## config.mk

```make
export PLATFORM = sky130hd
export DESIGN_NAME = uart_alt
export DESIGN_NICKNAME = d
export VERILOG_FILES = /design/src/uart_alt_pkg.sv /design/src/uart_alt.sv
export VERILOG_INCLUDE_DIRS = /design/src
export SDC_FILE = /design/constraint.sdc
export NUM_CORES = 1
export LEC_CHECK = 0
export BUFFER_PORTS_ARGS = -buffer_cell sky130_fd_sc_hd__buf_2
export CORE_MARGIN = 5
export CORE_UTILIZATION = 23
export CTS_BUF_LIST = sky130_fd_sc_hd__clkbuf_8 sky130_fd_sc_hd__clkbuf_16
export CTS_CLUSTER_DIAMETER = 80
export DETAILED_ROUTE_END_ITERATION = 12
export PLACE_DENSITY_LB_ADDON = 0.05
export RECOVER_POWER = 25
export SYNTH_ARGS = -nofsm -noshare
export SYNTH_HDL_FRONTEND = slang
export SYNTH_SLANG_ARGS = --single-unit
```

## constraint.sdc

```tcl
create_clock -name clk -period 47.2 [get_ports clk]
set_input_delay 9.44 -clock clk [delete_from_list [all_inputs] [get_ports clk]]
set_output_delay 9.44 -clock clk [all_outputs]
set_load 0.01 [all_outputs]
```

## src/uart_alt_defines.svh

```systemverilog
`ifndef UART_ALT_DEFINES_SVH
`define UART_ALT_DEFINES_SVH

// register byte offsets
`define OFS_BUFFER 8'h00
`define OFS_IRQ_ENABLE 8'h04
`define OFS_FIFO_CTRL 8'h08
`define OFS_LINE_CTRL 8'h0C
`define OFS_MODEM_CTRL 8'h10
`define OFS_MODEM_STAT 8'h14
`define OFS_FIFO_STAT 8'h18
`define OFS_IRQ_STAT 8'h1C
`define OFS_TIME_OUT 8'h20
`define OFS_BAUD 8'h24
`define OFS_IR_CTRL 8'h28
`define OFS_ALT_CTRL 8'h2C
`define OFS_FUNC_SEL 8'h30

// reset values
`define RST_IRQ_ENABLE 32'h0000_0000
`define RST_FIFO_CTRL 32'h0000_0000
`define RST_LINE_CTRL 32'h0000_0000
`define RST_MODEM_CTRL 32'h0000_0200
`define RST_TIME_OUT 32'h0000_0000
`define RST_BAUD 32'h0F00_0000
`define RST_IR_CTRL 32'h0000_0040
`define RST_ALT_CTRL 32'h0000_0000
`define RST_FUNC_SEL 32'h0000_0000

// field positions
`define FUNC_LO 0
`define FUNC_HI 1
`define FUNC_INFRARED 2'h2
`define FUNC_MULTIDROP 2'h3
`define BAUD_DIV_LO 0
`define BAUD_DIV_HI 15
`define BAUD_DIVX_EN 29
`define LINE_PARITY_EN 3
`define LINE_EVEN_EN 4
`define LINE_STICK_EN 5
`define MODEM_RTS 1
`define MODEM_RTS_LEVEL 9
`define FIFO_MD_RECEIVE_DISABLE 8
`define TIME_DLY_LO 8
`define TIME_DLY_HI 15
`define IR_TX_SELECT 1
`define IR_TX_INV 5
`define IR_RX_INV 6
`define ALT_NORMAL_MD 8
`define ALT_AUTO_ADDR 9
`define ALT_AUTO_DIR 10
`define ALT_RECEIVE_DISABLE 15
`define ALT_MATCH_LO 24
`define ALT_MATCH_HI 31
`define IEN_RX_AVAIL 0
`define IEN_ADDR 2
`define STAT_RX_AVAIL 0
`define STAT_TX_EMPTY 1
`define STAT_ADDR 2
`define FSTAT_RX_EMPTY 14
`define FSTAT_TX_EMPTY 22
`define FSTAT_TX_IDLE 28

// timing
`define SUBTICKS_PER_BIT 16
`define IR_PULSE_SUBTICKS 3
`define RX_MID_SUBTICK 7

`endif

```

## src/uart_alt_pkg.sv

```systemverilog
package uart_alt_pkg;

    typedef struct packed {
        logic awvalid;
        logic [7:0] awaddr;
        logic wvalid;
        logic [31:0] wdata;
        logic [3:0] wstrb;
        logic bready;
        logic arvalid;
        logic [7:0] araddr;
        logic rready;
    } axi_req_t;

    typedef struct packed {
        logic awready;
        logic wready;
        logic bvalid;
        logic [1:0] bresp;
        logic arready;
        logic rvalid;
        logic [31:0] rdata;
        logic [1:0] rresp;
    } axi_rsp_t;

    typedef enum logic [2:0] {T_IDLE, T_LEAD, T_START, T_DATA, T_PARITY, T_STOP, T_HOLD} tx_state_t;
    typedef enum logic [2:0] {R_IDLE, R_START, R_DATA, R_PARITY, R_STOP} rx_state_t;

endpackage : uart_alt_pkg

```

## src/uart_alt.sv

```systemverilog
// Behaviour
// - infrared only when function select says so
// - bit rate is clock over sixteen times divider
// - encoder pulses on zero bits only
// - pulse lasts three sixteenths of bit
// - receive inversion bit six resets to one
// - decoder finds start on low, gives NRZ
// - infrared path half duplex only
// - multidrop selected, rts drives line enable
// - ninth bit one address, zero data
// - stick parity sets ninth bit value
// - three multidrop modes in alternate control
// - turnaround delay field sets enable release
// - receive-disable drops characters until address
// - receive-disable clear stores every character except in auto address mode, or in normal mode after an address with ALT_RECEIVE_DISABLE set
// - address detection in normal multidrop mode raises interrupt
// - auto address stores matching address only
// - store until non-matching address arrives
// - rts high enables driver, low tristates
// - rts level invertible in modem control
// - offset zero reads receive, writes transmit
// - frames carry start, eight data, stop
`timescale 1ns/100ps
`include "uart_alt_defines.svh"

module uart_alt
    import uart_alt_pkg::*;
#(
    parameter int DIV_W = 16,
    parameter int DLY_W = 8
) (
    input wire logic clk,
    input wire logic rst,
    input wire axi_req_t axi_req,
    output axi_rsp_t axi_rsp,
    input wire logic rx_in,
    output logic tx_out,
    output logic rts_out,
    output logic irq
);

    generate
        if (DIV_W < 1 || DIV_W > 16 || DLY_W != 8) begin : g_bad_param
            $error("uart_alt: DIV_W must be 1..16 and DLY_W 8");
        end
    endgenerate

    logic [31:0] irq_enable, fifo_ctrl, line_ctrl, modem_ctrl, time_out, baud, ir_ctrl, alt_ctrl, func_sel;

    // bus slave: address and data latched independently
    logic aw_held, w_held;
    logic [7:0] aw_addr;
    logic [31:0] w_data;
    logic [3:0] w_strb;
    wire aw_take = axi_req.awvalid && axi_rsp.awready;
    wire w_take = axi_req.wvalid && axi_rsp.wready;
    wire do_write = aw_held && w_held && !axi_rsp.bvalid;
    wire ar_take = axi_req.arvalid && axi_rsp.arready;
    wire [31:0] wmask = {{8{w_strb[3]}}, {8{w_strb[2]}}, {8{w_strb[1]}}, {8{w_strb[0]}}};
    wire [31:0] wmerge_base = w_data & wmask;

    function automatic logic [31:0] merge(input logic [31:0] old, input logic [31:0] m, input logic [31:0] d);
        merge = (old & ~m) | d;
    endfunction

    wire wr_buf = do_write && aw_addr == `OFS_BUFFER;
    wire wr_ien = do_write && aw_addr == `OFS_IRQ_ENABLE;
    wire wr_fifo = do_write && aw_addr == `OFS_FIFO_CTRL;
    wire wr_line = do_write && aw_addr == `OFS_LINE_CTRL;
    wire wr_modem = do_write && aw_addr == `OFS_MODEM_CTRL;
    wire wr_stat = do_write && aw_addr == `OFS_IRQ_STAT;
    wire wr_tout = do_write && aw_addr == `OFS_TIME_OUT;
    wire wr_baud = do_write && aw_addr == `OFS_BAUD;
    wire wr_ir = do_write && aw_addr == `OFS_IR_CTRL;
    wire wr_alt = do_write && aw_addr == `OFS_ALT_CTRL;
    wire wr_func = do_write && aw_addr == `OFS_FUNC_SEL;
    wire wr_known = wr_buf | wr_ien | wr_fifo | wr_line | wr_modem | wr_stat | wr_tout | wr_baud | wr_ir | wr_alt
        | wr_func | (do_write && aw_addr == `OFS_MODEM_STAT) | (do_write && aw_addr == `OFS_FIFO_STAT);

    always_ff @(posedge clk or posedge rst) begin
        if (rst) begin
            aw_held <= 1'b0;
            w_held <= 1'b0;
            aw_addr <= 8'h00;
            w_data <= 32'h0000_0000;
            w_strb <= 4'h0;
        end else begin
            if (aw_take) begin
                aw_held <= 1'b1;
                aw_addr <= {axi_req.awaddr[7:2], 2'b00};
            end else if (do_write) begin
                aw_held <= 1'b0;
            end
            if (w_take) begin
                w_held <= 1'b1;
                w_data <= axi_req.wdata;
                w_strb <= axi_req.wstrb;
            end else if (do_write) begin
                w_held <= 1'b0;
            end
        end
    end

    // configuration registers
    always_ff @(posedge clk or posedge rst) begin
        if (rst) begin
            irq_enable <= `RST_IRQ_ENABLE;
            fifo_ctrl <= `RST_FIFO_CTRL;
            line_ctrl <= `RST_LINE_CTRL;
            modem_ctrl <= `RST_MODEM_CTRL;
            time_out <= `RST_TIME_OUT;
            baud <= `RST_BAUD;
            ir_ctrl <= `RST_IR_CTRL;
            alt_ctrl <= `RST_ALT_CTRL;
            func_sel <= `RST_FUNC_SEL;
        end else begin
            if (wr_ien) irq_enable <= merge(irq_enable, wmask, wmerge_base);
            if (wr_fifo) fifo_ctrl <= merge(fifo_ctrl, wmask, wmerge_base);
            if (wr_line) line_ctrl <= merge(line_ctrl, wmask, wmerge_base);
            if (wr_modem) modem_ctrl <= merge(modem_ctrl, wmask, wmerge_base);
            if (wr_tout) time_out <= merge(time_out, wmask, wmerge_base);
            if (wr_baud) baud <= merge(baud, wmask, wmerge_base);
            if (wr_ir) ir_ctrl <= merge(ir_ctrl, wmask, wmerge_base);
            if (wr_alt) alt_ctrl <= merge(alt_ctrl, wmask, wmerge_base);
            if (wr_func) func_sel <= merge(func_sel, wmask, wmerge_base);
        end
    end

    // mode decode
    // infrared select
    wire ir_mode = func_sel[`FUNC_HI:`FUNC_LO] == `FUNC_INFRARED;
    wire md_mode = func_sel[`FUNC_HI:`FUNC_LO] == `FUNC_MULTIDROP;
    wire md_normal = md_mode && alt_ctrl[`ALT_NORMAL_MD];
    wire md_auto_addr = md_mode && alt_ctrl[`ALT_AUTO_ADDR];
    wire md_auto_dir = md_mode && alt_ctrl[`ALT_AUTO_DIR];
    wire ir_tx_sel = ir_ctrl[`IR_TX_SELECT];
    wire parity_en = line_ctrl[`LINE_PARITY_EN];
    wire [7:0] dly = time_out[`TIME_DLY_HI:`TIME_DLY_LO];
    wire [7:0] match_val = alt_ctrl[`ALT_MATCH_HI:`ALT_MATCH_LO];

    // sub-tick every divider clocks, sixteen per bit
    logic [DIV_W-1:0] div_cnt;
    wire [DIV_W-1:0] div_val = baud[DIV_W-1:0];
    wire [DIV_W-1:0] div_last = (div_val == '0) ? '0 : div_val - 1'b1;
    wire sub_tick = div_cnt >= div_last;
    always_ff @(posedge clk or posedge rst) begin
        if (rst) div_cnt <= '0;
        else div_cnt <= sub_tick ? '0 : div_cnt + 1'b1;
    end

    // transmit side
    tx_state_t tx_state, next_tx_state;
    logic [7:0] hold_data, tx_shift;
    logic hold_full, tx_ninth, tx_bit;
    logic [3:0] tx_sub;
    logic [2:0] tx_idx;
    logic [7:0] dly_cnt;
    wire tx_bit_end = sub_tick && tx_sub == 4'(`SUBTICKS_PER_BIT - 1);
    wire hold_load = wr_buf && wmask[7:0] == 8'hFF && !hold_full;
    wire tx_take = (tx_state == T_IDLE || tx_state == T_HOLD) && hold_full && !(ir_mode && !ir_tx_sel);

    // stick parity gives fixed ninth bit
    wire ninth_calc = line_ctrl[`LINE_STICK_EN] ? !line_ctrl[`LINE_EVEN_EN]
        : (line_ctrl[`LINE_EVEN_EN] ? ^hold_data : ~^hold_data);

    always_comb begin
        next_tx_state = tx_state;
        case (tx_state)
            T_IDLE, T_HOLD: begin
                if (tx_take) begin
                    // enable raised a bit ahead of start
                    next_tx_state = (md_auto_dir && tx_state == T_IDLE) ? T_LEAD : T_START;
                end else if (tx_state == T_HOLD && tx_bit_end && dly_cnt == 8'h00) begin
                    next_tx_state = T_IDLE;
                end
            end
            T_LEAD: if (tx_bit_end) next_tx_state = T_START;
            T_START: if (tx_bit_end) next_tx_state = T_DATA;
            T_DATA: if (tx_bit_end && tx_idx == 3'h7) next_tx_state = parity_en ? T_PARITY : T_STOP;
            T_PARITY: if (tx_bit_end) next_tx_state = T_STOP;
            T_STOP: if (tx_bit_end) next_tx_state = (md_auto_dir && dly != 8'h00) ? T_HOLD : T_IDLE;
            default: next_tx_state = T_IDLE;
        endcase
    end

    always_ff @(posedge clk or posedge rst) begin
        if (rst) begin
            tx_state <= T_IDLE;
            hold_full <= 1'b0;
            hold_data <= 8'h00;
            tx_shift <= 8'h00;
            tx_ninth <= 1'b0;
            tx_sub <= 4'h0;
            tx_idx <= 3'h0;
            dly_cnt <= 8'h00;
        end else begin
            tx_state <= next_tx_state;
            if (hold_load) begin
                hold_full <= 1'b1;
                hold_data <= wmerge_base[7:0];
            end else if (tx_take) begin
                hold_full <= 1'b0;
            end
            if (tx_take) begin
                tx_shift <= hold_data;
                tx_ninth <= ninth_calc;
                tx_idx <= 3'h0;
                tx_sub <= 4'h0;
            end else if (sub_tick) begin
                tx_sub <= tx_sub + 4'h1;
            end
            if (tx_state == T_DATA && tx_bit_end) begin
                tx_shift <= {1'b0, tx_shift[7:1]};
                tx_idx <= tx_idx + 3'h1;
            end
            if (tx_state == T_STOP && tx_bit_end) dly_cnt <= dly - 8'h01;
            else if (tx_state == T_HOLD && tx_bit_end && dly_cnt != 8'h00) dly_cnt <= dly_cnt - 8'h01;
        end
    end

    always_comb begin
        case (tx_state)
            T_START: tx_bit = 1'b0;
            T_DATA: tx_bit = tx_shift[0];
            T_PARITY: tx_bit = tx_ninth;
            default: tx_bit = 1'b1;
        endcase
    end

    wire ir_pulse = !tx_bit && tx_sub < 4'(`IR_PULSE_SUBTICKS);
    wire ir_line = (ir_tx_sel && ir_pulse) ^ ir_ctrl[`IR_TX_INV];
    wire next_tx_out = ir_mode ? ir_line : tx_bit;

    // enable spans lead, frame and delay
    wire drv_active = tx_state != T_IDLE;
    wire rts_level = md_auto_dir ? drv_active : modem_ctrl[`MODEM_RTS];
    wire next_rts_out = modem_ctrl[`MODEM_RTS_LEVEL] ? rts_level : !rts_level;

    // infrared decoder: a pulse stretches to a whole low bit
    logic [4:0] ir_stretch;
    wire ir_raw = rx_in ^ ir_ctrl[`IR_RX_INV];
    wire ir_nrz = ir_stretch == 5'h00;
    wire rx_line = ir_mode ? (ir_tx_sel ? 1'b1 : ir_nrz) : rx_in;
    always_ff @(posedge clk or posedge rst) begin
        if (rst) ir_stretch <= 5'h00;
        else if (ir_raw && !ir_tx_sel) ir_stretch <= 5'(`SUBTICKS_PER_BIT);
        else if (sub_tick && ir_stretch != 5'h00) ir_stretch <= ir_stretch - 5'h01;
    end

    // receive side
    rx_state_t rx_state, next_rx_state;
    logic [3:0] rx_sub;
    logic [2:0] rx_idx;
    logic [7:0] rx_shift, rx_data;
    logic rx_ninth, rx_full, md_accept, addr_flag;
    wire rx_sample = sub_tick && rx_sub == 4'(`SUBTICKS_PER_BIT - 1);
    wire rx_mid = sub_tick && rx_sub == 4'(`RX_MID_SUBTICK);
    wire rx_done = rx_state == R_STOP && rx_sample;

    always_comb begin
        next_rx_state = rx_state;
        case (rx_state)
            R_IDLE: if (!rx_line) next_rx_state = R_START;
            R_START: begin
                if (rx_mid) next_rx_state = rx_line ? R_IDLE : R_DATA;
            end
            R_DATA: if (rx_sample && rx_idx == 3'h7) next_rx_state = parity_en ? R_PARITY : R_STOP;
            R_PARITY: if (rx_sample) next_rx_state = R_STOP;
            R_STOP: if (rx_sample) next_rx_state = R_IDLE;
            default: next_rx_state = R_IDLE;
        endcase
    end

    // multidrop receive filter
    wire is_addr = md_mode && parity_en && rx_ninth;
    wire addr_match = rx_shift == match_val;
    logic store_char, next_accept;
    always_comb begin
        store_char = 1'b1;
        next_accept = md_accept;
        if (md_auto_addr) begin
            store_char = is_addr ? addr_match : md_accept;
            next_accept = is_addr ? addr_match : md_accept;
        end else if (md_normal) begin
            store_char = is_addr || md_accept;
            next_accept = is_addr ? !alt_ctrl[`ALT_RECEIVE_DISABLE] : md_accept;
        end
    end

    wire rd_buf = ar_take && {axi_req.araddr[7:2], 2'b00} == `OFS_BUFFER;

    always_ff @(posedge clk or posedge rst) begin
        if (rst) begin
            rx_state <= R_IDLE;
            rx_sub <= 4'h0;
            rx_idx <= 3'h0;
            rx_shift <= 8'h00;
            rx_ninth <= 1'b0;
            rx_data <= 8'h00;
            rx_full <= 1'b0;
            md_accept <= 1'b1;
            addr_flag <= 1'b0;
        end else begin
            rx_state <= next_rx_state;
            if (rx_state == R_IDLE) rx_sub <= 4'h0;
            else if (rx_mid && rx_state == R_START) rx_sub <= 4'h0;
            else if (sub_tick) rx_sub <= rx_sub + 4'h1;
            if (rx_state == R_START) rx_idx <= 3'h0;
            if (rx_state == R_DATA && rx_sample) begin
                rx_shift <= {rx_line, rx_shift[7:1]};
                rx_idx <= rx_idx + 3'h1;
            end
            if (rx_state == R_START) rx_ninth <= 1'b0;
            else if (rx_state == R_PARITY && rx_sample) rx_ninth <= rx_line;
            // reload the filter on every fifo control write, from its receive-disable bit
            if (wr_fifo) md_accept <= !(wmask[`FIFO_MD_RECEIVE_DISABLE] ? w_data[`FIFO_MD_RECEIVE_DISABLE] : fifo_ctrl[`FIFO_MD_RECEIVE_DISABLE]);
            else if (rx_done) md_accept <= next_accept;
            if (rx_done && store_char) begin
                rx_data <= rx_shift;
                rx_full <= 1'b1;
            end else if (rd_buf) begin
                rx_full <= 1'b0;
            end
            // sticky address flag, set beats clear
            if (rx_done && md_normal && is_addr) addr_flag <= 1'b1;
            else if (wr_stat && wmerge_base[`STAT_ADDR]) addr_flag <= 1'b0;
        end
    end

    // read mux
    wire tx_empty = !hold_full;
    wire tx_idle = !hold_full && tx_state == T_IDLE;
    logic [31:0] rd_val;
    logic rd_ok;
    always_comb begin
        rd_ok = 1'b1;
        case ({axi_req.araddr[7:2], 2'b00})
            `OFS_BUFFER: rd_val = {24'h000000, rx_data};
            `OFS_IRQ_ENABLE: rd_val = irq_enable;
            `OFS_FIFO_CTRL: rd_val = fifo_ctrl;
            `OFS_LINE_CTRL: rd_val = line_ctrl;
            `OFS_MODEM_CTRL: rd_val = modem_ctrl;
            `OFS_MODEM_STAT: rd_val = 32'h0000_0000;
            `OFS_FIFO_STAT: rd_val = (32'(!rx_full) << `FSTAT_RX_EMPTY) | (32'(tx_empty) << `FSTAT_TX_EMPTY)
                | (32'(tx_idle) << `FSTAT_TX_IDLE);
            `OFS_IRQ_STAT: rd_val = (32'(rx_full) << `STAT_RX_AVAIL) | (32'(tx_empty) << `STAT_TX_EMPTY)
                | (32'(addr_flag) << `STAT_ADDR);
            `OFS_TIME_OUT: rd_val = time_out;
            `OFS_BAUD: rd_val = baud;
            `OFS_IR_CTRL: rd_val = ir_ctrl;
            `OFS_ALT_CTRL: rd_val = alt_ctrl;
            `OFS_FUNC_SEL: rd_val = func_sel;
            default: begin
                rd_val = 32'h0000_0000;
                rd_ok = 1'b0;
            end
        endcase
    end

    wire next_irq = (irq_enable[`IEN_RX_AVAIL] && rx_full) || (irq_enable[`IEN_ADDR] && addr_flag);

    // outputs all registered
    always_ff @(posedge clk or posedge rst) begin
        if (rst) begin
            axi_rsp <= '0;
            tx_out <= 1'b1;
            rts_out <= 1'b0;
            irq <= 1'b0;
        end else begin
            axi_rsp.awready <= !aw_held && !aw_take;
            axi_rsp.wready <= !w_held && !w_take;
            if (do_write) begin
                axi_rsp.bvalid <= 1'b1;
                axi_rsp.bresp <= wr_known ? 2'b00 : 2'b10;
            end else if (axi_req.bready) begin
                axi_rsp.bvalid <= 1'b0;
            end
            axi_rsp.arready <= !ar_take && !(axi_rsp.rvalid && !axi_req.rready);
            if (ar_take) begin
                axi_rsp.rvalid <= 1'b1;
                axi_rsp.rdata <= rd_val;
                axi_rsp.rresp <= rd_ok ? 2'b00 : 2'b10;
            end else if (axi_req.rready) begin
                axi_rsp.rvalid <= 1'b0;
            end
            tx_out <= next_tx_out;
            rts_out <= next_rts_out;
            irq <= next_irq;
        end
    end

endmodule : uart_alt

```

==> flow_metrics.tcl, run 1 <==
set metrics [dict create \
    rsz0062_at_grt "no" \
    htreeDepth 2 \
    dr.pass1.iters 5 \
    synthTopCellsByCount "dfrtp_1 (453), mux2_2 (368), nand2_1 (123)" \
    min_period_ns 11.82 \
    status "finished clean" \
    worstSkewPairLatency_ns 0.62 \
    ys.flop_type "dfrtp_1" \
    cts_tree "built" \
    drv_cap 0 \
    fin_nets 1879 \
    wl_per_cell_um 23.59 \
    clk_pin_slew_ns 0.06 \
    worstSetupPathType "in -> reg" \
    critPathCaptureType "register" \
    start_kind "input pin" \
    place_ws_ns 34.63 \
    io_buffers 97 \
    grt_max_degree 80 \
    synth.most_common_cell "dfrtp_1" \
    yosys.area_share.simple 0.07850 \
    core_um2 90420 \
    start_util 0.2325 \
    ioPinCount 104 \
    grt_pass1_vias 15333 \
    worst_slack_ns 35.38 \
    synth_edf_count 0 \
    grt_usage 0.1444 \
    fill_cells 9381 \
    ir_drop_v 0.00002948 \
    drt-total-wl_um 71090 \
    grt_remaining_overflow 0 \
    syn-cell-area_um2 21020 \
    finalSetupTns_ns 0 \
    postCtsHoldBufs 0 \
    dpl.hpwl_um 47200 \
    fin_util 0.2733 \
    synth_top_family_by_area "multiplexers" \
    numPlacedInstances 2908 \
    fin_crit_sh 0.2504 \
    muxShareOfSynthArea 0.2071 \
    power_density_nw_per_um2 58.06 \
    cts_resized 0 \
    ys_types 68 \
    num_rows 110 \
    grt_antenna_before_repair 0 \
    drtIter0Drc 720 \
    syn_inst 1709 \
    via_per_inst 4.746 \
    vias 14303 \
    cts_setup_buffers 0 \
    slew_viol_final 0 \
    yosys_warnings 0 \
    seqCellArea_um2 11550 \
    synth_fa_ha_area_frac 0.01666 \
    synth.largest_area_cell "dfrtp_1" \
    dieArea_um2 97550 \
    worst_ep_required_time_ns 47.75 \
    fmax_mhz 84.61 \
    setup_viol 0 \
    min-delay-path-class "reg -> reg" \
    ys_ff_latch 461 \
    clock_skew_ns 0.01555 \
    final_hold_viol_count 0 \
    slew_headroom 0.04996 \
    die_width_um 312.3 \
    netlist.area_leader.share 0.5392 \
    p_leak_nw 11.52 \
    crit_fanout 30 \
    synth-xor-area-share 0.02208 \
    cts-root-buf "clkbuf_16" \
    drc 0 \
    drive_above_1_share 0.3288 \
    place_congestion 0.7193 \
    clkSinkCount 461 \
    tightest_slew_ns 1.412 \
    cts_buffers 57 \
    cts_buffer_depth 3 \
    grt_pass1_wl_um 106500 \
    arrival_ns 12.37 \
    synth_compound_area_frac 0.1030 \
    syn_area_per_cell_um2 12.30 \
    async_reset_ff_frac 1.000 \
    synth_top_cells_by_area "dfrtp_1 (54%), mux2_2 (20%), nand2_1 (2.2%)" \
    multi_input_area_um2 9037 \
    ant_nets 0 \
    area_growth_pct 17.56 \
    die_h_um 312.3 \
    finalNonFillerCells 3014 \
    total_power_mw 1.435 \
    yosysSeqAreaShare 0.5492 \
]
[critical path: stages]
cell      delay (ns)
buf_2           0.08
buf_4           0.47
nand2b_1        0.27
nor2_2          0.92
buf_4           0.46
a22o_1          0.19
a21oi_1         0.05
a31oi_1         0.32
a21o_1          0.13
[kinds of logic (layout without fill, tap and decap cells)]
logic type,after synthesis,in the layout
DFF,461,461
xor gates and xnor gates,53,53
and+or+nand+nor,364,364
AOI/OAI and AO/OA,292,292
muxes,385,385
buffers and inverters,125,252
other,1,3
adders and majority gates,28,28
[final cells by class]
| class | instances | share of cell area |
|---|---|---|
| inverter | 22 | 0.003645 |
| multi-input combinational | 1124 | 0.3657 |
| clock buffer | 70 | 0.06495 |
| clock inverter | 35 | 0.01078 |
| antenna | 1 | 0.0001013 |
| sequential | 461 | 0.4672 |
| tap | 1176 | 0.05954 |
| timing repair buffer | 125 | 0.02815 |
[metrics by stage]
stage                     area [um2]  hold WS, ns
after CTS                      24720       0.4544
after floorplan                21030       0.4071
after global routing           24710       0.4693
after global placement         22850       0.4486
final                          24720       0.4552
after detailed placement       22850       0.4516
[layer usage]
layer  track usage  part of all wire
met3       0.02054             0.032
met1        0.1968              0.47
met5             0                 0
met4       0.03623             0.023
met2        0.2427              0.48
[cell usage in the layout, fill, tap and decap left out, types with 24 or more instances in the layout]
cell / n
inv_1: 45
xnor2_1: 29
clkbuf_16: 57
a31oi_1: 40
a22o_1: 30
xor2_1: 24
a222oi_1: 34
nand2_1: 122
dfrtp_1: 453
buf_2: 97
o21ai_0: 39
nor2_1: 112
buf_4: 28
ha_1: 28
mux2_2: 368
a21oi_1: 41
a221oi_1: 29
[path summary, 6_finish.rpt]
check | slack, ns | depth (start not counted) | from | to
max | 35.38 | 9 | axi_req[4] | axi_rsp[10]
min | 0.46 | 1 | w_held | axi_rsp[39]
max reg2reg | 41.24 | 18 | register | dly_cnt[6]
min reg2reg | 0.46 | 1 | w_held | axi_rsp[39]
max in group asynchronous | 36.18 | 4 | rst | async pin
min in group asynchronous | 8.86 | 2 | rst | axi_rsp[26]
[report_power, final]
part / internal, mW / switching, mW / total [mW]
logic: 0.177 / 0.198 / 0.375
clock network: 0.255 / 0.179 / 0.434
registers: 0.499 / 0.127 / 0.626
total: 0.931 / 0.504 / 1.43
Note: power is estimated with default switching activity, not from simulation.
==> run 2: changes to the inputs <==
Clock period 47.2 ns to 11.59 ns, I/O delays scaled along.
==> run 2 against run 1 <==
Effect of this change: the flow now finishes with violations (capacitance limit, slew limit); critical path depth up 5; clock power grew to 4.4 times the previous value; via count is 0.20% lower; total power grew to 4.2 times the previous value; sequential share of layout area is 0.27 points lower; flip-flop and latch count unchanged; final cell count barely moved; sequential power increased to 4.1 times the previous value; global-route usage rose by 0.17 points; register-to-register slack got worse by 36 ns; worst setup slack worse by 30 ns; highest routed layer unchanged.
==> flow_metrics.tcl, run 2 (synthesized netlist as in run 1, its figures left out) <==
set metrics [dict create \
    wl_per_cell_um 23.96 \
    grt_remaining_overflow 0 \
    ir_drop_v 0.0001197 \
    setup_viol 0 \
    crit_fanout 16 \
    drtIter0Drc 826 \
    reg2reg_slack_ns 5.61 \
    place_ws_ns 5.511 \
    cts_tree "built" \
    fill_cells 9297 \
    netSwitchingFraction 0.3475 \
    grt_pass1_vias 15209 \
    cp_slowest_cell "a31oi_1" \
    fin_util 0.2749 \
    switching_power_mw 2.074 \
    worstSkewPairLatency_ns 0.65 \
    via_per_inst 4.733 \
    drt-total-wl_um 72270 \
    p_leak_nw 11.55 \
    path_delay_family "simple AND/OR/NAND/NOR gates" \
    critical-path-max-stage-delay_ns 0.81 \
    cts-root-buf "clkbuf_16" \
    cts_setup_buffers 0 \
    grt_usage 0.1461 \
    slew_headroom -1.043 \
    grt_pass1_wl_um 106900 \
    cts_resized 0 \
    min-delay-path-class "reg -> reg" \
    start_kind "register" \
    place_congestion 0.7466 \
    ioPinCount 104 \
    status "finished with violations" \
    ant_nets 0 \
    postCtsHoldBufs 0 \
    design_area_um2 24860 \
    finalSetupTns_ns 0 \
    cp.buffers_inverters 0 \
    drc 0 \
    grt_max_degree 73 \
    rsz0062_at_grt "no" \
    vias 14275 \
    fin_crit_sh 0.5163 \
    htreeDepth 2 \
    worstSetupPathType "reg -> reg" \
    drive_above_1_share 0.3348 \
    grt_antenna_before_repair 2 \
    num_rows 110 \
    intPower_mw 3.894 \
    die_h_um 312.3 \
    critPathCaptureType "register" \
    p_comb_frac 0.255 \
    finalNonFillerCells 3016 \
    dpl.hpwl_um 47650 \
    final_cell_mix "dfrtp_1 (453), mux2_2 (368), nand2_1 (122), nor2_1 (112), buf_2 (96)" \
    worst_ep_required_time_ns 12.09 \
    tightest_slew_ns 3.065 \
    n_antenna_cell 0 \
    worst_slack_ns 5.606 \
    postPlaceCellArea_um2 22850 \
    start_util 0.2325 \
    final_hold_viol_count 0 \
    power_density_nw_per_um2 240.1 \
    clockPowerShare 0.317 \
    path_cells "or4_1 > nor4_1 > nand2b_1 > nor2_1 > nand4b_1 > nand2_1 > ha_1 > nand4_1 > or3_1 > or4_1 > a31oi_1 > and3_1 > nor2_1 > mux2_2" \
    core_um2 90420 \
    clk_pin_slew_ns 0.06 \
    slew_viol_final 101 \
    arrival_ns 6.49 \
    clkSinkCount 461 \
    io_buffers 97 \
    min_period_ns 5.984 \
    fmax_mhz 167.1 \
    cts_buffer_depth 3 \
    area_growth_pct 18.24 \
    dr.pass1.iters 5 \
    layout_commonest_cell "dfrtp_1" \
    drv_cap 4 \
    numPlacedInstances 2909 \
    violations "capacitance limit, slew limit" \
    seqPwrFrac 0.428 \
    fin_nets 1881 \
    dieArea_um2 97550 \
    clock_skew_ns 0.04568 \
    cts_buffers 58 \
    die_width_um 312.3 \
]
==> run 2: path summary, 6_finish.rpt <==
kind                               start           to  cells past startpoint
worst max-delay path            register    tx_idx[0]                     14
worst min-delay path              w_held  axi_rsp[39]                      1
worst max register to register  register    tx_idx[0]                     14
worst min register to register    w_held  axi_rsp[39]                      1
max in group asynchronous            rst    async pin                      4
min in group asynchronous            rst   w_data[24]                      2
==> run 2: worst register-to-register path, cell delays in order (launching register included) <==
cell	delay, ns
dfrtp_1	0.48
or4_1	0.58
nor4_1	0.30
nand2b_1	0.12
nor2_1	0.17
nand4b_1	0.49
nand2_1	0.24
ha_1	0.17
nand4_1	0.14
or3_1	0.42
or4_1	0.73
a31oi_1	0.81
and3_1	0.62
nor2_1	0.28
mux2_2	0.32
==> run 2: routing by layer <==
layer,share of wire,GRT usage
met1,0.47,0.2015
met2,0.47,0.2419
met5,0,0
met3,0.029,0.01941
met4,0.026,0.04041
==> run 2: per-stage QoR <==
stage | total power, mW | hold slack (ns)
2_1_floorplan | 3.575 | 0.4071
3_3_place_gp | 4.100 | 0.4515
3_5_place_dp | 4.143 | 0.4405
4_1_cts | 6.089 | 0.4513
5_1_grt | 6.401 | 0.4781
6_report | 5.967 | 0.4580
==> run 2: cell type report <==
cell class | instances | area [um2] | area share
Sequential cell | 461 | 11550 | 0.4645
Timing Repair Buffer | 126 | 694.4 | 0.02794
Clock inverter | 28 | 282.8 | 0.01138
Clock buffer | 79 | 1740 | 0.07002
Inverter | 22 | 83.83 | 0.003373
Multi-Input combinational cell | 1124 | 9037 | 0.3636
Tap cell | 1176 | 1471 | 0.05920
==> run 2: power groups by stage <==
stage	registers, mW	clock network [mW]	logic [mW]
2_1_floorplan	2.26	0	1.32
3_3_place_gp	2.58	0	1.52
3_5_place_dp	2.59	0	1.55
4_1_cts	2.56	1.97	1.56
5_1_grt	2.62	2.03	1.75
6_report	2.55	1.89	1.52
